--- src/core/eif_map.svh ---
// Purpose: register indices, field positions, reset values and timing counts
//          for the two-channel external request edge and noise filter block
// Assumes: included by its bare name from the design files
// Notes:   indices are word indices; the byte address is four times the index
//
// Summary of operation
// - edge code 00 requests on filtered rise
// - edge code 01 requests on filtered fall
// - code 10 both edges; 11 reserved, silent
// - read-only level flag, zero after reset
// - fast modes sample at gear/1,4,8,16
// - slow modes sample at low clock/4
// - control bits 7 to 5 read zero
// - control writes may glitch; mask first
// - level flag refreshed at every request
// - power enable low freezes channel, ignores writes
`ifndef EIF_MAP_SVH
`define EIF_MAP_SVH

// word indices of the registers
`define EIF_CH2_CTRL_IDX 14'h0FD9
`define EIF_CH3_CTRL_IDX 14'h0FDA
`define EIF_POWER_IDX 14'h0F77

// control register fields
`define EIF_NC_LSB 0
`define EIF_ES_LSB 2
`define EIF_LVL_BIT 4
`define EIF_CTRL_RST 8'h00

// power and mode register fields
`define EIF_PWR_CH2_BIT 2
`define EIF_PWR_CH3_BIT 3
`define EIF_PWR_SLOW_BIT 7
`define EIF_PWR_RST 8'h00

// low clock edges per slow-mode sample
`define EIF_SLOW_DIV 4
// agreeing samples the canceller needs before it moves
`define EIF_FILT_SAMPLES 3

`endif

--- src/core/eif_pkg.sv ---
// Purpose: types shared by the filter block
// Assumes: nothing beyond the map header
// Notes:   no constants of number here but the gear divider end counts; the rest live in the map header
package eif_pkg;

  // edge select codes
  typedef enum logic [1:0] {
    EIF_ES_RISE = 2'b00,
    EIF_ES_FALL = 2'b01,
    EIF_ES_BOTH = 2'b10,
    EIF_ES_RSVD = 2'b11
  } eif_edge_type;

  // filter interval codes for the fast modes
  typedef enum logic [1:0] {
    EIF_NC_DIV1 = 2'b00,
    EIF_NC_DIV4 = 2'b01,
    EIF_NC_DIV8 = 2'b10,
    EIF_NC_DIV16 = 2'b11
  } eif_interval_type;

  // bus slave states
  typedef enum logic {
    EIF_BUS_IDLE = 1'b0,
    EIF_BUS_ACK = 1'b1
  } eif_bus_type;

  // last count of the gear divider for a given interval code
  function automatic logic [3:0] eif_terminal(input eif_interval_type code);
    case (code)
      EIF_NC_DIV1: eif_terminal = 4'h0;
      EIF_NC_DIV4: eif_terminal = 4'h3;
      EIF_NC_DIV8: eif_terminal = 4'h7;
      default: eif_terminal = 4'hF;
    endcase
  endfunction

endpackage

--- src/core/eif_sync.sv ---
// Purpose: two flip-flop synchroniser for levels from outside the clock
// Assumes: each bit is an independent slow level
// Notes:   the first stage is read by the second stage only
`timescale 1ns/100ps
module eif_sync #(
  parameter int WIDTH = 1
) (
  input wire logic clk_i,
  input wire logic rst_n_i,
  input wire logic [WIDTH-1:0] async_i,
  output logic [WIDTH-1:0] sync_o
);

  logic [WIDTH-1:0] meta_ff; // first stage, may go metastable
  logic [WIDTH-1:0] sync_ff; // second stage, safe to use

  initial begin
    if (WIDTH < 1) begin
      $error("eif_sync needs a width of at least one");
    end
  end

  // two stages, reset to zero
  always_ff @(posedge clk_i or negedge rst_n_i) begin
    if (!rst_n_i) begin
      meta_ff <= '0;
      sync_ff <= '0;
    end else begin
      meta_ff <= async_i;
      sync_ff <= meta_ff;
    end
  end

  assign sync_o = sync_ff;

endmodule

--- src/core/eif_chan.sv ---
// Purpose: one channel: noise canceller, edge detector and request pulse
// Assumes: pin already synchronised; smpl_i is a one-cycle sample enable
// Notes:   with run_i low the filter and history flops hold and req_o is held low; a held half-filled window can give one stray request on waking
`timescale 1ns/100ps
`include "eif_map.svh"
module eif_chan #(
  parameter int FILT_SAMPLES = `EIF_FILT_SAMPLES
) (
  input wire logic clk_i,
  input wire logic rst_n_i,
  input wire logic run_i,
  input wire logic smpl_i,
  input wire logic pin_i,
  input wire eif_pkg::eif_edge_type edge_sel_i,
  output logic req_o,
  output logic filt_o
);

  logic [FILT_SAMPLES-1:0] win_ff; // recent samples
  logic [FILT_SAMPLES-1:0] nxt_win; // window after this sample
  logic filt_ff; // canceller output level
  logic prev_ff; // canceller output one cycle ago
  logic req_ff; // request pulse
  logic hit; // selected edge seen now

  initial begin
    if (FILT_SAMPLES < 2 || FILT_SAMPLES > 8) begin
      $error("eif_chan supports two to eight filter samples");
    end
  end

  assign nxt_win = {win_ff[FILT_SAMPLES-2:0], pin_i};

  // canceller moves only when the whole window agrees
  always_ff @(posedge clk_i or negedge rst_n_i) begin
    if (!rst_n_i) begin
      win_ff <= '0;
      filt_ff <= 1'b0;
    end else if (run_i && smpl_i) begin
      win_ff <= nxt_win;
      if (&nxt_win) begin
        filt_ff <= 1'b1;
      end else if (~|nxt_win) begin
        filt_ff <= 1'b0;
      end
    end
  end

  // edge selection on the filtered level
  always_comb begin
    case (edge_sel_i)
      eif_pkg::EIF_ES_RISE: hit = filt_ff & ~prev_ff;
      eif_pkg::EIF_ES_FALL: hit = ~filt_ff & prev_ff;
      eif_pkg::EIF_ES_BOTH: hit = filt_ff ^ prev_ff;
      default: hit = 1'b0; // reserved code stays silent
    endcase
  end

  // history and single-cycle request
  always_ff @(posedge clk_i or negedge rst_n_i) begin
    if (!rst_n_i) begin
      prev_ff <= 1'b0;
      req_ff <= 1'b0;
    end else begin
      prev_ff <= run_i ? filt_ff : prev_ff;
      req_ff <= run_i & hit;
    end
  end

  assign req_o = req_ff;
  assign filt_o = filt_ff;

  rise_req_a: assert property (@(posedge clk_i) disable iff (!rst_n_i)
    ($rose(filt_ff) && run_i && edge_sel_i == eif_pkg::EIF_ES_RISE) |=> req_o)
    else $error("rising edge gave no request");
  fall_req_a: assert property (@(posedge clk_i) disable iff (!rst_n_i)
    ($fell(filt_ff) && run_i && edge_sel_i == eif_pkg::EIF_ES_FALL) |=> req_o)
    else $error("falling edge gave no request");
  both_req_a: assert property (@(posedge clk_i) disable iff (!rst_n_i)
    (!$stable(filt_ff) && run_i && edge_sel_i == eif_pkg::EIF_ES_BOTH) |=> req_o)
    else $error("edge in both mode gave no request");
  rsvd_quiet_a: assert property (@(posedge clk_i) disable iff (!rst_n_i)
    (edge_sel_i == eif_pkg::EIF_ES_RSVD) |=> !req_o)
    else $error("reserved edge code produced a request");
  req_pulse_a: assert property (@(posedge clk_i) disable iff (!rst_n_i)
    req_o |=> !req_o)
    else $error("request longer than one cycle");
  off_frozen_a: assert property (@(posedge clk_i) disable iff (!rst_n_i)
    !run_i |=> ($stable(filt_ff) && !req_o))
    else $error("unpowered channel moved");

endmodule

--- src/core/eif_top.sv ---
// Purpose: two external request channels with noise filter, edge select
//          and level flag, configured over a classic Wishbone slave
// Assumes: mclk_i is the gear clock; lf_clk_i is the low clock from a pin
// Notes:   reads and writes answer in one wait state; unmapped reads give 0
`timescale 1ns/100ps
`include "eif_map.svh"
module eif_top #(
  parameter int CHANNELS = 2,
  parameter int FILT_SAMPLES = `EIF_FILT_SAMPLES
) (
  input wire logic mclk_i,
  input wire logic resetn_i,
  input wire logic wb_cyc_i,
  input wire logic wb_stb_i,
  input wire logic wb_we_i,
  input wire logic [15:0] wb_adr_i,
  input wire logic [3:0] wb_sel_i,
  input wire logic [31:0] wb_dat_i,
  output logic [31:0] wb_dat_o,
  output logic wb_ack_o,
  input wire logic lf_clk_i,
  input wire logic external_request_ch2_i,
  input wire logic external_request_ch3_i,
  output logic ch2_request_o,
  output logic ch3_request_o
);

  // no interrupt latch or enable lives here; the request pulses feed them
  // reset release
  logic rst_meta_ff; // first reset stage
  logic rst_n_ff; // released reset used by the whole block

  // bus side
  eif_pkg::eif_bus_type bus_ff; // slave state
  logic [31:0] dat_ff; // read data held for the answer
  logic [13:0] word_idx; // word index of the access
  logic req_seen; // new request in idle
  logic wr_take; // write takes effect this edge
  logic wr_pwr; // write to the power and mode register

  // configuration
  logic [CHANNELS-1:0] run_ff; // per-channel power enables
  logic slow_ff; // one while in slow or sleep mode
  eif_pkg::eif_edge_type es_ff [CHANNELS]; // edge select per channel
  eif_pkg::eif_interval_type nc_ff [CHANNELS]; // filter interval per channel
  logic [CHANNELS-1:0] flag_ff; // level flags
  logic [CHANNELS-1:0] wr_ch; // write hits a channel control register

  // sampling
  logic [CHANNELS:0] sync_bits; // synchronised pins and low clock
  logic lf_prev_ff; // low clock level one cycle ago
  logic [1:0] lf_cnt_ff; // low clock edges within one slow sample
  logic lf_qtr_ff; // one-cycle pulse at a quarter of the low clock
  logic [3:0] div_cnt_ff [CHANNELS]; // gear dividers
  logic [CHANNELS-1:0] smpl; // sample enables
  logic [CHANNELS-1:0] req; // request pulses
  logic [CHANNELS-1:0] filt; // filtered levels

  initial begin
    if (CHANNELS != 2) begin
      $error("eif_top maps exactly two channels");
    end
  end

  // reset goes low at once and comes back on the clock
  // the flops hold the block in reset for two edges after the pin rises,
  // so every register leaves reset on the same clock edge
  always_ff @(posedge mclk_i or negedge resetn_i) begin
    if (!resetn_i) begin
      rst_meta_ff <= 1'b0;
      rst_n_ff <= 1'b0;
    end else begin
      rst_meta_ff <= 1'b1;
      rst_n_ff <= rst_meta_ff;
    end
  end

  // pins and low clock cross in through two stages
  // the low clock shares the synchroniser so its edges line up with the pins
  eif_sync #(
    .WIDTH(CHANNELS + 1)
  ) u_sync (
    .clk_i(mclk_i),
    .rst_n_i(rst_n_ff),
    .async_i({lf_clk_i, external_request_ch3_i, external_request_ch2_i}),
    .sync_o(sync_bits)
  );

  // address decode on the word index; byte lanes below it are ignored
  // the two low address bits and the upper lanes never reach a register
  assign word_idx = wb_adr_i[15:2];
  assign req_seen = wb_cyc_i & wb_stb_i & (bus_ff == eif_pkg::EIF_BUS_IDLE);
  // writes land on the edge where the master sees ack, lane 0 only
  // a write with sel[0] low still gets its ack but changes nothing
  assign wr_take = wb_cyc_i & wb_stb_i & wb_we_i & wb_sel_i[0]
    & (bus_ff == eif_pkg::EIF_BUS_ACK);
  assign wr_pwr = wr_take & (word_idx == `EIF_POWER_IDX);
  assign wr_ch[0] = wr_take & (word_idx == `EIF_CH2_CTRL_IDX);
  assign wr_ch[1] = wr_take & (word_idx == `EIF_CH3_CTRL_IDX);

  // one wait state then ack for one cycle; any address is answered
  always_ff @(posedge mclk_i or negedge rst_n_ff) begin
    if (!rst_n_ff) begin
      bus_ff <= eif_pkg::EIF_BUS_IDLE;
    end else begin
      case (bus_ff)
        eif_pkg::EIF_BUS_IDLE: begin
          bus_ff <= req_seen ? eif_pkg::EIF_BUS_ACK : eif_pkg::EIF_BUS_IDLE;
        end
        eif_pkg::EIF_BUS_ACK: begin
          bus_ff <= eif_pkg::EIF_BUS_IDLE; // ack drops the next cycle
        end
        default: begin
          bus_ff <= eif_pkg::EIF_BUS_IDLE;
        end
      endcase
    end
  end

  // ack comes straight from the state flop, so it is free of glitches
  assign wb_ack_o = (bus_ff == eif_pkg::EIF_BUS_ACK);

  // read data captured at the request; unused bits and unmapped words read 0
  // capturing at the request keeps dat_o steady for the whole ack cycle;
  // a flag that moves during the wait state shows its old value
  always_ff @(posedge mclk_i or negedge rst_n_ff) begin
    if (!rst_n_ff) begin
      dat_ff <= 32'h0000_0000;
    end else if (req_seen) begin
      case (word_idx)
        `EIF_CH2_CTRL_IDX: begin
          dat_ff <= {27'h0000000, flag_ff[0], es_ff[0], nc_ff[0]};
        end
        `EIF_CH3_CTRL_IDX: begin
          dat_ff <= {27'h0000000, flag_ff[1], es_ff[1], nc_ff[1]};
        end
        `EIF_POWER_IDX: begin
          dat_ff <= {24'h000000, slow_ff, 3'h0, run_ff, 2'h0};
        end
        default: begin
          dat_ff <= 32'h0000_0000;
        end
      endcase
    end
  end

  assign wb_dat_o = dat_ff;

  // power enables and operating mode
  // software masks the channel interrupts before this write; a switch can
  // leave a half-filled filter window that yields one stray request
  always_ff @(posedge mclk_i or negedge rst_n_ff) begin
    if (!rst_n_ff) begin
      run_ff <= 2'h0;
      slow_ff <= 1'b0;
    end else if (wr_pwr) begin
      run_ff <= {wb_dat_i[`EIF_PWR_CH3_BIT], wb_dat_i[`EIF_PWR_CH2_BIT]};
      slow_ff <= wb_dat_i[`EIF_PWR_SLOW_BIT];
    end
  end

  // low clock edge detect and divide by four for slow sampling
  // the low clock is only a pin level here, so its edges are seen two
  // gear cycles late; slow sampling is therefore a little behind the pin
  always_ff @(posedge mclk_i or negedge rst_n_ff) begin
    if (!rst_n_ff) begin
      lf_prev_ff <= 1'b0;
      lf_cnt_ff <= 2'h0;
      lf_qtr_ff <= 1'b0;
    end else begin
      lf_prev_ff <= sync_bits[CHANNELS];
      lf_qtr_ff <= 1'b0;
      if (sync_bits[CHANNELS] && !lf_prev_ff) begin
        lf_cnt_ff <= lf_cnt_ff + 2'h1;
        lf_qtr_ff <= (lf_cnt_ff == 2'(`EIF_SLOW_DIV - 1));
      end
    end
  end

  // per-channel registers, dividers and filter instances
  for (genvar ch = 0; ch < CHANNELS; ch++) begin : g_ch

    // control fields; ignored while the channel has no clock
    // a new edge code acts at once; a switch in the cycle where the filtered
    // level has just moved can give one stray request, so software masks first
    always_ff @(posedge mclk_i or negedge rst_n_ff) begin
      if (!rst_n_ff) begin
        es_ff[ch] <= eif_pkg::EIF_ES_RISE;
        nc_ff[ch] <= eif_pkg::EIF_NC_DIV1;
      end else if (wr_ch[ch] && run_ff[ch]) begin
        es_ff[ch] <= eif_pkg::eif_edge_type'(wb_dat_i[`EIF_ES_LSB +: 2]);
        nc_ff[ch] <= eif_pkg::eif_interval_type'(wb_dat_i[`EIF_NC_LSB +: 2]);
      end
    end

    // level flag takes the filtered level with each request
    // the flag only ever copies the filter output, so no set and clear race
    always_ff @(posedge mclk_i or negedge rst_n_ff) begin
      if (!rst_n_ff) begin
        flag_ff[ch] <= 1'b0;
      end else if (req[ch]) begin
        flag_ff[ch] <= filt[ch];
      end
    end

    // gear divider; held at zero when slow or unpowered
    // a mode or power change restarts the count, so the first fast sample
    // after such a change comes at a fresh interval boundary
    always_ff @(posedge mclk_i or negedge rst_n_ff) begin
      if (!rst_n_ff) begin
        div_cnt_ff[ch] <= 4'h0;
      end else if (!run_ff[ch] || slow_ff) begin
        div_cnt_ff[ch] <= 4'h0;
      end else if (div_cnt_ff[ch] >= eif_pkg::eif_terminal(nc_ff[ch])) begin
        div_cnt_ff[ch] <= 4'h0;
      end else begin
        div_cnt_ff[ch] <= div_cnt_ff[ch] + 4'h1;
      end
    end

    // slow modes ignore the interval code entirely
    // at or past the end count samples, so a shorter code never skips one
    assign smpl[ch] = slow_ff ? lf_qtr_ff
      : (div_cnt_ff[ch] >= eif_pkg::eif_terminal(nc_ff[ch]));

    eif_chan #(
      .FILT_SAMPLES(FILT_SAMPLES)
    ) u_chan (
      .clk_i(mclk_i),
      .rst_n_i(rst_n_ff),
      .run_i(run_ff[ch]),
      .smpl_i(smpl[ch]),
      .pin_i(sync_bits[ch]),
      .edge_sel_i(es_ff[ch]),
      .req_o(req[ch]),
      .filt_o(filt[ch])
    );

    // per-channel checks: flag, sample rates and write blocking
    flag_update_a: assert property (@(posedge mclk_i) disable iff (!rst_n_ff)
      req[ch] |=> (flag_ff[ch] == $past(filt[ch])))
      else $error("level flag missed the request level");
    flag_hold_a: assert property (@(posedge mclk_i) disable iff (!rst_n_ff)
      !req[ch] |=> $stable(flag_ff[ch]))
      else $error("level flag changed without a request");
    slow_rate_a: assert property (@(posedge mclk_i) disable iff (!rst_n_ff)
      (slow_ff && smpl[ch]) |-> (lf_cnt_ff == 2'h0 && $past(sync_bits[CHANNELS])
        && !$past(lf_prev_ff)))
      else $error("slow sample not on the fourth low clock edge");
    ctrl_write_a: assert property (@(posedge mclk_i) disable iff (!rst_n_ff)
      (wr_ch[ch] && run_ff[ch]) |=> (es_ff[ch] == $past(wb_dat_i[3:2])
        && nc_ff[ch] == $past(wb_dat_i[1:0])))
      else $error("write to a powered channel was lost");
    div8_gap_a: assert property (@(posedge mclk_i) disable iff (!rst_n_ff)
      (smpl[ch] && !slow_ff && run_ff[ch] && nc_ff[ch] == eif_pkg::EIF_NC_DIV8
        && !wr_pwr && !wr_ch[ch]) |=> !smpl[ch] [*7])
      else $error("divide by eight sampled too often");
    slow_hold_a: assert property (@(posedge mclk_i) disable iff (!rst_n_ff)
      slow_ff |=> (div_cnt_ff[ch] == 4'h0))
      else $error("gear divider ran in slow mode");
    div4_gap_a: assert property (@(posedge mclk_i) disable iff (!rst_n_ff)
      (smpl[ch] && !slow_ff && run_ff[ch] && nc_ff[ch] == eif_pkg::EIF_NC_DIV4
        && !wr_pwr && !wr_ch[ch]) |=> !smpl[ch] [*3])
      else $error("divide by four sampled too often");
    div1_rate_a: assert property (@(posedge mclk_i) disable iff (!rst_n_ff)
      (!slow_ff && run_ff[ch] && nc_ff[ch] == eif_pkg::EIF_NC_DIV1) |-> smpl[ch])
      else $error("divide by one missed a sample");
    off_write_a: assert property (@(posedge mclk_i) disable iff (!rst_n_ff)
      (wr_ch[ch] && !run_ff[ch]) |=> ($stable(es_ff[ch]) && $stable(nc_ff[ch])))
      else $error("write landed on an unpowered channel");
  end

  // requests leave straight from the channel flops for the interrupt latch
  assign ch2_request_o = req[0];
  assign ch3_request_o = req[1];

  // bus and slow tick checks: reserved bits, answer timing, unmapped words and tick width
  top_bits_a: assert property (@(posedge mclk_i) disable iff (!rst_n_ff)
    (wb_ack_o && (word_idx == `EIF_CH2_CTRL_IDX || word_idx == `EIF_CH3_CTRL_IDX))
      |-> (wb_dat_o[31:5] == 27'h0000000))
    else $error("reserved control bits read non-zero");
  bus_ack_a: assert property (@(posedge mclk_i) disable iff (!rst_n_ff)
    (wb_cyc_i && wb_stb_i && !wb_ack_o) |=> wb_ack_o ##1 !wb_ack_o)
    else $error("bus answer not one cycle after request");
  lf_quarter_a: assert property (@(posedge mclk_i) disable iff (!rst_n_ff)
    lf_qtr_ff |=> !lf_qtr_ff)
    else $error("slow sample tick longer than one cycle");
  ack_pulse_a: assert property (@(posedge mclk_i) disable iff (!rst_n_ff)
    wb_ack_o |=> !wb_ack_o)
    else $error("bus answer longer than one cycle");
  unmapped_zero_a: assert property (@(posedge mclk_i) disable iff (!rst_n_ff)
    (wb_ack_o && word_idx != `EIF_CH2_CTRL_IDX && word_idx != `EIF_CH3_CTRL_IDX
      && word_idx != `EIF_POWER_IDX) |-> (wb_dat_o == 32'h0000_0000))
    else $error("unmapped word read non-zero");
  pwr_read_a: assert property (@(posedge mclk_i) disable iff (!rst_n_ff)
    (wb_ack_o && word_idx == `EIF_POWER_IDX) |-> (wb_dat_o[31:8] == 24'h000000
      && wb_dat_o[6:4] == 3'h0 && wb_dat_o[1:0] == 2'h0))
    else $error("unused power bits read non-zero");
  pwr_write_a: assert property (@(posedge mclk_i) disable iff (!rst_n_ff)
    wr_pwr |=> (run_ff == $past(wb_dat_i[3:2]) && slow_ff == $past(wb_dat_i[7])))
    else $error("power and mode write was lost");

endmodule

--- config.mk ---
export PLATFORM = sky130hd
export DESIGN_NAME = eif_top
export DESIGN_NICKNAME = d
export VERILOG_FILES = /design/src/core/eif_pkg.sv /design/src/core/eif_sync.sv /design/src/core/eif_chan.sv /design/src/core/eif_top.sv
export VERILOG_INCLUDE_DIRS = /design/src /design/src/core
export SDC_FILE = /design/constraint.sdc
export NUM_CORES = 1
export LEC_CHECK = 0
export ABC_AREA = 1
export BUFFER_PORTS_ARGS = -buffer_cell sky130_fd_sc_hd__buf_2
export CELL_PAD_IN_SITES_DETAIL_PLACEMENT = 0
export CELL_PAD_IN_SITES_GLOBAL_PLACEMENT = 1
export CORE_MARGIN = 8
export CORE_UTILIZATION = 32
export CTS_CLUSTER_SIZE = 40
export DETAILED_ROUTE_END_ITERATION = 8
export PLACE_DENSITY = 0.81
export SYNTH_ARGS = -nofsm -noshare
export SYNTH_HDL_FRONTEND = slang
export SYNTH_SLANG_ARGS = --single-unit
export TNS_END_PERCENT = 5
--- constraint.sdc ---
create_clock -name mclk_i -period 1.5 [get_ports mclk_i]
set_input_delay 0.075 -clock mclk_i [delete_from_list [all_inputs] [get_ports mclk_i]]
set_output_delay 0.075 -clock mclk_i [all_outputs]
set_load 0.005 [all_outputs]
# [Word-level counts from Yosys, hierarchy flattened]
# Cells that the tools add are included.
[op_classes] addsub=3 n_mul=0 div_mod_pow=0 order_cmp=4 n_eq_ne=14 shift=0 muxes=20 bitwise=21 n_reduce_logical=20
[op_table] cell="$eq A14 B12 Y1 const B" count=3
[op_table] cell="$mux W4" count=6
[op_table] cell="$pmux W4 S3" count=2
[op_table] cell="$pmux W8 S3" count=1
[op_table] cell="$ge A4 B4 Y1" count=4
[op_table] cell="$and A1 B1 Y1" count=14
[op_table] cell="$eq A2 B2 Y1 const B" count=5
[op_table] cell="$add A4 B1 Y4 const B" count=2
[op_table] cell="$eq A2 B1 Y1 const B" count=4
[op_table] cell="$logic_not A2 Y1" count=4
[op_table] cell="$mux W1" count=8
[op_table] cell="$pmux W1 S3" count=2
[op_table] cell="$reduce_and A3 Y1" count=2
[op_table] cell="$reduce_or A3 Y1" count=2
[op_table] cell="$logic_and A1 B1 Y1" count=5
[op_table] cell="$not A1 Y1" count=5
[op_table] cell="$ne A2 B1 Y1 const B" count=2
[op_table] cell="$reduce_and A2 Y1" count=2
[op_table] cell="$logic_not A1 Y1" count=3
[op_table] cell="$add A2 B1 Y2 const B" count=1
[op_table] cell="$logic_or A1 B1 Y1" count=2
[op_table] cell="$pmux W1 S2" count=1
[op_table] cell="$xor A1 B1 Y1" count=2
[word_totals] regBits=76 latch_bits=0 mem_bits_rw=0 romBits=0 inputBits=60 memories=0

# [Depth between registers and ports, before layout]
# Gate-level depths: netlist of run 1.
[depth] ltp_word=6 ltp_mapped=13 mapped_depth_nobuf=13

# [Modules after synthesis]
# A second synthesis of run 1 with hierarchy kept.
[hier_totals] cells_unflattened=305 area_unflattened_um2=2713.9
[modules_own_cells] module="eif_top" instances=1 cells_per_inst=235 area_each_um2=2045.7 seq_area_each_um2=850.8
[modules_own_cells] module="eif_chan" instances=2 cells_per_inst=32 area_each_um2=259.0 seq_area_each_um2=125.1
[modules_own_cells] module="eif_sync" instances=1 cells_per_inst=6 area_each_um2=150.1 seq_area_each_um2=150.1

# [Least setup slack after synthesis of run 1]
# OpenSTA, ideal clock, no wires.
[synth_path] path_type="reg2reg" from="register nc_ff[2] (netlist bit)" to="register g_ch[0].u_chan.filt_ff" setup_ns=0.117 t_arrival_ns=1.322 setup_slack_ns=0.061 stages_incl_launch_ff=11 n_path_buf=0 period_less_slack_ns=1.439 path_cell_list="dfrtp_1 -> nor2_1 -> inv_1 -> ha_1 -> nand4_1 -> nand3_1 -> nand2_1 -> nand2_1 -> nand2_1 -> nand2_1 -> nand2_1"
[synth_between] elab_chain_len=6 elab_cells_between_ends=8 classes_between="order compare (1); eq/ne (2); mux (2); reduce/logical (3)"
[synth_lines] item="start: declaration" line="eif_top.sv:45" source="eif_pkg::eif_interval_type nc_ff [CHANNELS];"
[synth_lines] item="start signal: indexed assignment" line="eif_top.sv:189" source="nc_ff[ch] <= eif_pkg::EIF_NC_DIV1;"
[synth_lines] item="start signal: indexed assignment" line="eif_top.sv:192" source="nc_ff[ch] <= eif_pkg::eif_interval_type'(wb_dat_i[`EIF_NC_LSB +: 2]);"
[synth_lines] item="$eq A2 B2 Y1, or another cell as far along" line="eif_pkg.sv:30" source="case (code)"
[synth_lines] item="$pmux W4 S3 (*)" line="eif_pkg.sv:30"
[synth_lines] item="$ge A4 B4 Y1 (*)" line="eif_top.sv:224" source=": (div_cnt_ff[ch] >= eif_pkg::eif_terminal(nc_ff[ch]));"
[synth_lines] item="$mux W1 (*)" line="eif_top.sv:223" source="assign smpl[ch] = slow_ff ? lf_qtr_ff"
[synth_lines] item="$logic_and A1 B1 Y1 (*)" line="eif_chan.sv:39" source="end else if (run_i && smpl_i) begin"
[synth_lines] item="$reduce_and A2 Y1 (no line) (*)"
[synth_lines] item="end signal: assignment" line="eif_chan.sv:38" source="filt_ff <= 1'b0;"
[synth_lines] item="end signal: assignment" line="eif_chan.sv:42" source="filt_ff <= 1'b1;"
[synth_lines] item="end signal: assignment" line="eif_chan.sv:44" source="filt_ff <= 1'b0;"
[synth_lines] item="end: declaration" line="eif_chan.sv:21" source="logic filt_ff;"
# Every way passes the cells marked *; elsewhere a longest branch is shown, timed or not.
# A chain may end at the register's enable or synchronous reset.

# [Worst setup path in the final report of run 1]
# Ends and elaborated chain as after synthesis.

==> results.cfg, run 1 <==
[sta]
finalMaxSlewViolations = 0
setup_violations = 3
setup_slack_ps = -21.6
totalNegativeSetupSlack_ps = -30.6
rsz0062_at_grt = yes
timing.fmax_mhz = 657
final_min_period_over_clock_period = 1.01
clock-skew-final_ps = 8.41
final-hold-violation-count = 0
finalHoldWorstSlack_ps = 15.2
min_period_ps = 1520

[cells_and_area]
mostFrequentLayoutCell = sky130_fd_sc_hd__nand2_1
final_layout_size_suffix_gt1_frac = 0.237
fillerInstances = 844
antenna_cell_count = 0
finish.net_count = 433
synthesis_to_layout_area_growth_pct = 20.2
postLayoutCoreUtil = 0.389
layout_common_cells = sky130_fd_sc_hd__nand2_1, sky130_fd_sc_hd__dfrtp_1, sky130_fd_sc_hd__buf_2
layout.cells.non_filler = 463

[power_and_ir_drop]
p_leak_nw = 1.62
vdd_drop_max_mv = 0.344
finalPower_w = 0.00239
powerDensity_nw_per_um2 = 763

[route]
met2_wirelength_um = 2400
postRouteWirelength_um = 5340
drt-pass1-iter-count = 4
drtIter0Drc = 101
vias = 2009
top_layer = met4
metal_1_wl_um = 2420
post_drt_wl_per_cell_um = 11.5
wl_met3_um = 452
route.antenna.remaining_nets = 0
post-route-drc-count = 0
detail_route.vias_per_cell = 4.34

[synthesis]
yosysTopAreaCell = sky130_fd_sc_hd__dfrtp_1
synth_area_leaders = sky130_fd_sc_hd__dfrtp_1, sky130_fd_sc_hd__nand2_1, sky130_fd_sc_hd__buf_4, sky130_fd_sc_hd__ha_1, sky130_fd_sc_hd__inv_1
yosys_warnings = 0
synth_seq_area_share = 0.480
synth.ff_latch_count = 50
synthesis.instances = 303
syn_area_sq_um = 2610
netlist-cell-type-count = 24
syn-mean-instance-area_sq_um = 8.60
yosys.area.top_type_share = 0.480

[floorplan]
fp.dieH_um = 106
core.rowCount = 33
core_sq_um = 8050
initial_utilization = 0.324
boundary_pins = 95
die-width_um = 106
fp.dieArea_sq_um = 11300

[placement]
placedCellCount = 449
gp_congestion = 0.775
place.port_buffers = 36
dp.final_hpwl_um = 4160

[critical_path]
cp_data_arrival_time_ps = 1720
path_max_fanout = 5
setup.worst_path.start_class = flip-flop
critical_path.max_stage_delay_ps = 420
reg2regPathDepth = 10
crit_path_cell_trace = nor2_4, inv_2, ha_4, nand4_1, nand3_2, nand2_2, nand2_4, nand2_2, nand2_1, nand2_1
critical_path.reg2reg.startpoint = nc_ff[2]$_DFFE_PN0P_
critPathKind = reg2reg
worstSetupEndpointType = flip-flop
timing.critical_path.required_ps = 1700
slowest_stage = sky130_fd_sc_hd__dfrtp_1
critical_path.reg2reg.endpoint = g_ch[0].u_chan.filt_o$_DFFE_PN0P_
ff2ff_setup_slack_ps = -20

[global_routing]
grt_max_degree = 22
grt_overflow = 0
grt_antenna_before_repair = 0
track_usage = 0.0961
grt_pass1_wl_um = 8940
vias_in_the_first_global_route = 1947

[cts]
cts.htree.levels = 2
cts_tree = built
cts_sinks = 50
cts-buffers-inserted = 5
clock_insertion_delay_worst_skew_ps = 300
clk_transition_reported_paths_ps = 80
cts-root-buf = sky130_fd_sc_hd__clkbuf_8
cts_max_path_buffers = 2

[hold_path]
worst_hold_path.num_cells = 3
hold_path_startpoint = wb_dat_i[1]
min_path_type = in2reg
min_delay_worst_endpoint = nc_ff[3]$_DFFE_PN0P_

[run_status]
status = finished, violations left
failed_checks = negative setup slack

[run]
total_of_max_cap_violations = 0
[cell type report]
type                       count  area (sq um)  share of cell area
sequential                    50          1250               0.400
multi-input combinational    211          1200               0.383
tap                          105           131              0.0419
timing repair buffer          50           310              0.0991
inverter                      40           150              0.0479
clock buffer                   7          86.3              0.0276
[layer usage]
layer / global-route usage / vias to the layer above
met4: 0.0302 / 0
met5: 0 / -
li1: - / 1021
met3: 0.0363 / 7
met1: 0.124 / 920
met2: 0.145 / 61
[registers in the layout, summed over array words and instances, names as in the netlist, 3 cells and up]
signal / count
u_sync.sync_o: 3
es_ff: 4
div_cnt_ff: 8
g_ch.u_chan.win_ff: 4
nc_ff: 4
u_sync.meta_ff: 3
wb_dat_o: 6
[metrics by stage]
stage | setup WS, ps | cell area [sq um]
floorplan | 5.17 | 2700
global placement | -84.0 | 2870
detailed placement | -106 | 2870
CTS | -55.7 | 3040
global route | -133 | 3130
finish | -21.6 | 3130
[synthesized netlist by cell type, drive strengths merged]
library cell / instances
nand2: 71
dfrtp: 50
inv: 40
buf: 27
nor2: 27
nand3: 25
o21ai: 20
ha: 15
nand4: 8
nor3: 6
a21oi: 4
xnor2: 3
conb: 2
o21a: 2
xor2: 2
mux2: 1
[worst max-delay path: cells and delay by family, from the launching register on]
kind | cells | cell delay (ps)
flip-flops | 1 | 420
AND/OR/NAND/NOR | 8 | 680
buffers and inverters | 1 | 60
adder cells (fa/ha/maj) | 1 | 250
[repair_timing]
item                                    in CTS  in global routing
hold buffers                                 5                  0
pin swaps                                    7                 11
endpoints found under the setup margin       6                 14
resized for setup                            9                 19
buffers inserted                             1                  1
hold endpoints to repair                     6                  0
[how the worst max path moves through the flow]
stage	from	to	slack (ps)	cells after the start
detailed placement	nc_ff[2]$_DFFE_PN0P_	g_ch[0].u_chan.filt_o$_DFFE_PN0P_	-110	10
finish	nc_ff[2]$_DFFE_PN0P_	g_ch[0].u_chan.filt_o$_DFFE_PN0P_	-20	10
global placement	nc_ff[2]$_DFFE_PN0P_	g_ch[0].u_chan.filt_o$_DFFE_PN0P_	-80	10
floorplan	rst_n_ff$_DFF_PN0_	div_cnt_ff[0]$_DFF_PN0_	5	0
CTS	nc_ff[3]$_DFFE_PN0P_	g_ch[0].u_chan.filt_o$_DFFE_PN0P_	-60	13
global route	nc_ff[0]$_DFFE_PN0P_	g_ch[1].u_chan.filt_o$_DFFE_PN0P_	-130	13
[power breakdown]
part	switching, W	internal (W)	total, W	leakage [nW]
clock	0.000415	0.000367	0.000782	0.0443
sequential	0.0000338	0.00139	0.00143	0.628
combinational	0.0000969	0.0000839	0.000181	0.945
total	0.000546	0.00184	0.00239	1.62
[cells by family (layout without fill, tap and decap cells)]
kind of cell             Yosys count  count (layout)  share of synthesized area
AND/OR/NAND/NOR                  137             137                      0.235
buffers and inverters             67              97                      0.137
flip-flops                        50              50                      0.480
AO/OA/AOI/OAI                     26              26                     0.0518
adder cells (fa/ha/maj)           15              15                     0.0720
XOR/XNOR                           5               5                     0.0168
other                              2              27                    0.00288
multiplexers                       1               1                    0.00432
No activity file was read; power rests on OpenSTA's default activity.
==> run 2, diff against run 1 <==
BUFFER_PORTS_ARGS = -buffer_cell sky130_fd_sc_hd__buf_4   (was -buffer_cell sky130_fd_sc_hd__buf_2)
==> run 2 against run 1 <==
  * The flow still finishes with violations (negative setup slack)
  * Clock skew up 1.6 ps
  * Setup slack worse by 15 ps
  * Largest cell class unchanged
  * Die area unchanged
  * Final cell count unchanged
  * Clock power down 4.2%
  * Sequential cell count unchanged
  * Fmax down 0.99%
==> results.cfg, run 2 (same netlist as run 1, synthesis figures left out) <==
[floorplan]
fp.dieH_um = 106
boundary_pins = 95
core.rowCount = 33
die-width_um = 106
core_sq_um = 8050
initial_utilization = 0.324
fp.dieArea_sq_um = 11300

[cells_and_area]
max_flop_register = div_cnt_ff
finish.net_count = 433
antenna_cell_count = 0
postLayoutCoreUtil = 0.397
largest_reg_flops = 8
mostFrequentLayoutCell = sky130_fd_sc_hd__nand2_1
fillerInstances = 828
synthesis_to_layout_area_growth_pct = 22.6
layout_common_cells = sky130_fd_sc_hd__nand2_1, sky130_fd_sc_hd__dfrtp_1, sky130_fd_sc_hd__buf_4
final_layout_size_suffix_gt1_frac = 0.221

[critical_path]
critPathKind = reg2reg
timing.critical_path.required_ps = 1700
cp_data_arrival_time_ps = 1730
path_max_fanout = 5
setup.worst_path.start_class = flip-flop
reg2regPathDepth = 10
worstSetupEndpointType = flip-flop

[cts]
cts.htree.levels = 2
clk_transition_reported_paths_ps = 90
cts-root-buf = sky130_fd_sc_hd__clkbuf_8
cts-buffers-inserted = 5
cts_max_path_buffers = 2
cts_tree = built
cts_sinks = 50
clock_insertion_delay_worst_skew_ps = 300

[route]
postRouteWirelength_um = 5150
detail_route.vias_per_cell = 4.27
post_drt_wl_per_cell_um = 11.1
vias = 1975
route.antenna.remaining_nets = 0
drtIter0Drc = 45
post-route-drc-count = 0
drt-pass1-iter-count = 6

[run_status]
failed_checks = negative setup slack
status = finished, violations left

[placement]
place.port_buffers = 36
dp.final_hpwl_um = 3990
gp_congestion = 0.745

[sta]
setup_slack_ps = -36.9
final_min_period_over_clock_period = 1.02
finalMaxSlewViolations = 0
rsz0062_at_grt = yes
timing.fmax_mhz = 651
setup_violations = 2
final-hold-violation-count = 0
clock-skew-final_ps = 9.96
min_period_ps = 1540

[global_routing]
grt_antenna_before_repair = 0
grt_pass1_wl_um = 8740
track_usage = 0.0933
grt_overflow = 0
grt_max_degree = 49
vias_in_the_first_global_route = 1939

[power_and_ir_drop]
vdd_drop_max_mv = 0.407
finalPower_w = 0.00237
powerDensity_nw_per_um2 = 741
p_leak_nw = 1.66

[hold_path]
min_path_type = in2reg
worst_hold_path.num_cells = 3

[run]
total_of_max_cap_violations = 0
## run 2: changes by cell type in the layout (fill, tap and decap cells not counted), sizes merged
cell	previous run	this run
clkbuf	7	6
clkinvlp	0	1
## run 2: repair_timing
action,in CTS,in global routing
gates resized for setup,7,15
hold buffers,5,0
pin swaps,4,8
endpoints found under the setup margin,6,17
setup buffers,1,1
hold endpoints to repair,6,0
## run 2: path summary, 6_finish.rpt
check	start	to	slack [ps]
worst max register to register	nc_ff[0]$_DFFE_PN0P_	g_ch[1].u_chan.filt_o$_DFFE_PN0P_	-40
max in group asynchronous	rst_n_ff$_DFF_PN0_	g_ch[0].u_chan.prev_ff$_DFFE_PN0P_	1020
worst min-delay path	wb_dat_i[1]	nc_ff[3]$_DFFE_PN0P_	10
worst max-delay path	nc_ff[0]$_DFFE_PN0P_	g_ch[1].u_chan.filt_o$_DFFE_PN0P_	-40
worst min register to register	rst_n_ff$_DFF_PN0_	u_sync.sync_o[1]$_DFF_PN0_	240
min in group asynchronous	resetn_i	rst_n_ff$_DFF_PN0_	90
## run 2: critical path, cell delays in order, from the launching register on
cell	delay, ps
sky130_fd_sc_hd__dfrtp_1	420
sky130_fd_sc_hd__nor2_2	140
sky130_fd_sc_hd__inv_1	80
sky130_fd_sc_hd__ha_4	260
sky130_fd_sc_hd__nand4_1	120
sky130_fd_sc_hd__nand3_2	120
sky130_fd_sc_hd__nand2_4	60
sky130_fd_sc_hd__nand2_4	80
sky130_fd_sc_hd__nand2_1	50
sky130_fd_sc_hd__nand2_1	50
sky130_fd_sc_hd__nand2_1	40
## run 2: area by class of cell
type	instances	area (sq um)	share of cell area
clock inverter	1	7.51	0.00235
sequential	50	1250	0.392
multi-input combinational	211	1180	0.369
tap	105	131	0.0411
timing repair buffer	50	400	0.125
clock buffer	6	72.6	0.0227
inverter	40	150	0.0470
## run 2: routing by layer
layer  share of wire  track usage  vias to the layer above
li1                -            -                     1018
met1            0.49        0.120                      904
met2            0.44        0.146                       51
met3           0.068       0.0309                        2
met4          0.0049       0.0271                        0
met5               0            0                        -
## run 2: power breakdown
group | leakage (nW) | total, W | switching, W | internal (W)
clock network | 0.0373 | 0.000749 | 0.000428 | 0.000321
registers | 0.629 | 0.00142 | 0.0000248 | 0.00139
logic | 0.995 | 0.000202 | 0.000100 | 0.000102
total | 1.66 | 0.00237 | 0.000553 | 0.00182
## run 2: stage by stage
stage / TNS, ps / instance area [sq um] / std cells / setup WS [ps] / hold WS (ps)
2_1_floorplan: 0 / 2700 / 328 / 5.17 / -221
3_3_place_gp: -211 / 2960 / 449 / -70.5 / -143
3_5_place_dp: -320 / 2960 / 449 / -98.0 / -141
4_1_cts: -21.7 / 3120 / 462 / -7.99 / 0.0383
5_1_grt: -619 / 3190 / 463 / -143 / 12.6
6_report: -47.9 / 3190 / 463 / -36.9 / 9.68
==> run 3, diff against run 2 <==
SKIP_LAST_GASP = 1   (was default)
==> run 3 against run 2 <==
  * The run still ends with negative setup slack left
  * Worst hold slack got worse by 4.5 ps
  * Count of clock-buffer cells in the layout stayed put
  * Largest cell class unchanged
  * Sequential power about the same
  * Setup slack worse by 6.3 ps
  * Critical path depth unchanged
  * Fmax shrank 0.41%
  * Global-route usage did not move
  * Highest routed layer unchanged
  * Final cell count rose by 0.22%
  * Routed wire length up 0.25%
  * Final area shrank 0.16%
  * Sequential share of layout area is 0.061 points higher
  * Clock power about the same
==> results.cfg, run 3 (same netlist as run 1, synthesis figures left out) <==
[floorplan]
fp.dieH_um = 106
initial_utilization = 0.324
boundary_pins = 95
core_sq_um = 8050
die-width_um = 106
fp.dieArea_sq_um = 11300
core.rowCount = 33

[global_routing]
globalRouteMet1Util = 0.120
grt_overflow = 0
grt_util_met3 = 0.0309
grt_antenna_before_repair = 0
gr-max-usage-layer = met2
grt_max_degree = 49
use_met2 = 0.146
track_usage = 0.0933
vias_in_the_first_global_route = 1939
grt_pass1_wl_um = 8740

[cts]
cts_max_path_buffers = 2
cts-root-buf = sky130_fd_sc_hd__clkbuf_8
cts_sinks = 50
clk_transition_reported_paths_ps = 90
clock_insertion_delay_worst_skew_ps = 300
cts.htree.levels = 2
cts-buffers-inserted = 5
cts_tree = built

[sta]
rsz0062_at_grt = yes
setup_violations = 4
totalNegativeSetupSlack_ps = -99.8
min_period_ps = 1540
clock-skew-final_ps = 9.55
final_min_period_over_clock_period = 1.03
final-hold-violation-count = 0
finalMaxSlewViolations = 0
finalHoldWorstSlack_ps = 5.14
timing.fmax_mhz = 648
setup_slack_ps = -43.2

[critical_path]
path_max_fanout = 5
cp_data_arrival_time_ps = 1740
worstSetupEndpointType = flip-flop
timing.critical_path.required_ps = 1700
critPathKind = reg2reg
setup.worst_path.start_class = flip-flop

[cells_and_area]
layout.cells.non_filler = 464
fillerInstances = 832
synthesis_to_layout_area_growth_pct = 22.4
antenna_cell_count = 0
postLayoutCoreUtil = 0.396
mostFrequentLayoutCell = sky130_fd_sc_hd__nand2_1
max_flop_register = div_cnt_ff
finish.net_count = 434
layout_common_cells = sky130_fd_sc_hd__nand2_1, sky130_fd_sc_hd__dfrtp_1, sky130_fd_sc_hd__buf_4
final_layout_size_suffix_gt1_frac = 0.226
largest_reg_flops = 8

[route]
detail_route.vias_per_cell = 4.29
drt-pass1-iter-count = 4
drtIter0Drc = 52
postRouteWirelength_um = 5160
post-route-drc-count = 0
route.antenna.remaining_nets = 0
post_drt_wl_per_cell_um = 11.1
vias = 1990

[power_and_ir_drop]
vdd_drop_max_mv = 0.409
finalPower_w = 0.00237
powerDensity_nw_per_um2 = 742
p_leak_nw = 1.65

[placement]
place.port_buffers = 36
dp.final_hpwl_um = 3990
gp_congestion = 0.745
placedCellCount = 449

[run_status]
failed_checks = negative setup slack
status = finished, violations left

[run]
total_of_max_cap_violations = 0

[hold_path]
min_path_type = in2reg
run 3: report_power, final:
part / switching, W / internal (W) / leakage [nW]
combinational: 0.000100 / 0.000102 / 0.981
clock: 0.000427 / 0.000321 / 0.0373
sequential: 0.0000251 / 0.00139 / 0.629
total: 0.000553 / 0.00181 / 1.65
run 3: area by class of cell:
type / count / area, sq um / share of cell area
Sequential cell: 50 / 1250 / 0.393
Multi-Input combinational cell: 211 / 1170 / 0.366
Timing Repair Buffer: 51 / 408 / 0.128
Inverter: 40 / 150 / 0.0471
Tap cell: 105 / 131 / 0.0412
Clock buffer: 6 / 72.6 / 0.0228
Clock inverter: 1 / 7.51 / 0.00235
run 3: path summary, 6_finish.rpt:
kind | cells past startpoint | startpoint | slack (ps) | to
worst max-delay path | 10 | nc_ff[0]$_DFFE_PN0P_ | -40 | g_ch[1].u_chan.filt_o$_DFFE_PN0P_
worst min-delay path | 3 | wb_dat_i[1] | 5 | nc_ff[3]$_DFFE_PN0P_
worst max register to register | 10 | nc_ff[0]$_DFFE_PN0P_ | -40 | g_ch[1].u_chan.filt_o$_DFFE_PN0P_
worst min register to register | 1 | rst_n_ff$_DFF_PN0_ | 240 | u_sync.sync_o[1]$_DFF_PN0_
min in group asynchronous | 2 | resetn_i | 80 | rst_n_ff$_DFF_PN0_
max in group asynchronous | 1 | rst_n_ff$_DFF_PN0_ | 1020 | g_ch[0].u_chan.prev_ff$_DFFE_PN0P_
run 3: critical path: stages (launching register included):
cell	delay, ps
sky130_fd_sc_hd__dfrtp_1	420
sky130_fd_sc_hd__nor2_2	160
sky130_fd_sc_hd__inv_2	60
sky130_fd_sc_hd__ha_4	260
sky130_fd_sc_hd__nand4_1	120
sky130_fd_sc_hd__nand3_2	90
sky130_fd_sc_hd__nand2_2	60
sky130_fd_sc_hd__nand2_2	110
sky130_fd_sc_hd__nand2_1	60
sky130_fd_sc_hd__nand2_1	50
sky130_fd_sc_hd__nand2_1	40
run 3: layer usage:
metal / wire length [um] / up-vias
met4: 25 / 0
met5: 0 / -
met3: 386 / 2
met1: 2450 / 915
met2: 2310 / 53
li1: - / 1020
run 3: timing repair:
item	CTS	global route
pin swaps	4	14
hold buffers	5	0
endpoints found under the hold margin	6	0
resized for setup	6	16
endpoints found under the setup margin	6	17
setup buffers	1	2
run 3: through the flow:
step / worst slack [ps] / instance area (sq um)
floorplan: 5.17 / 2700
global placement: -70.5 / 2960
detailed placement: -98.0 / 2960
CTS: -20.0 / 3120
global route: -147 / 3190
finish: -43.2 / 3190
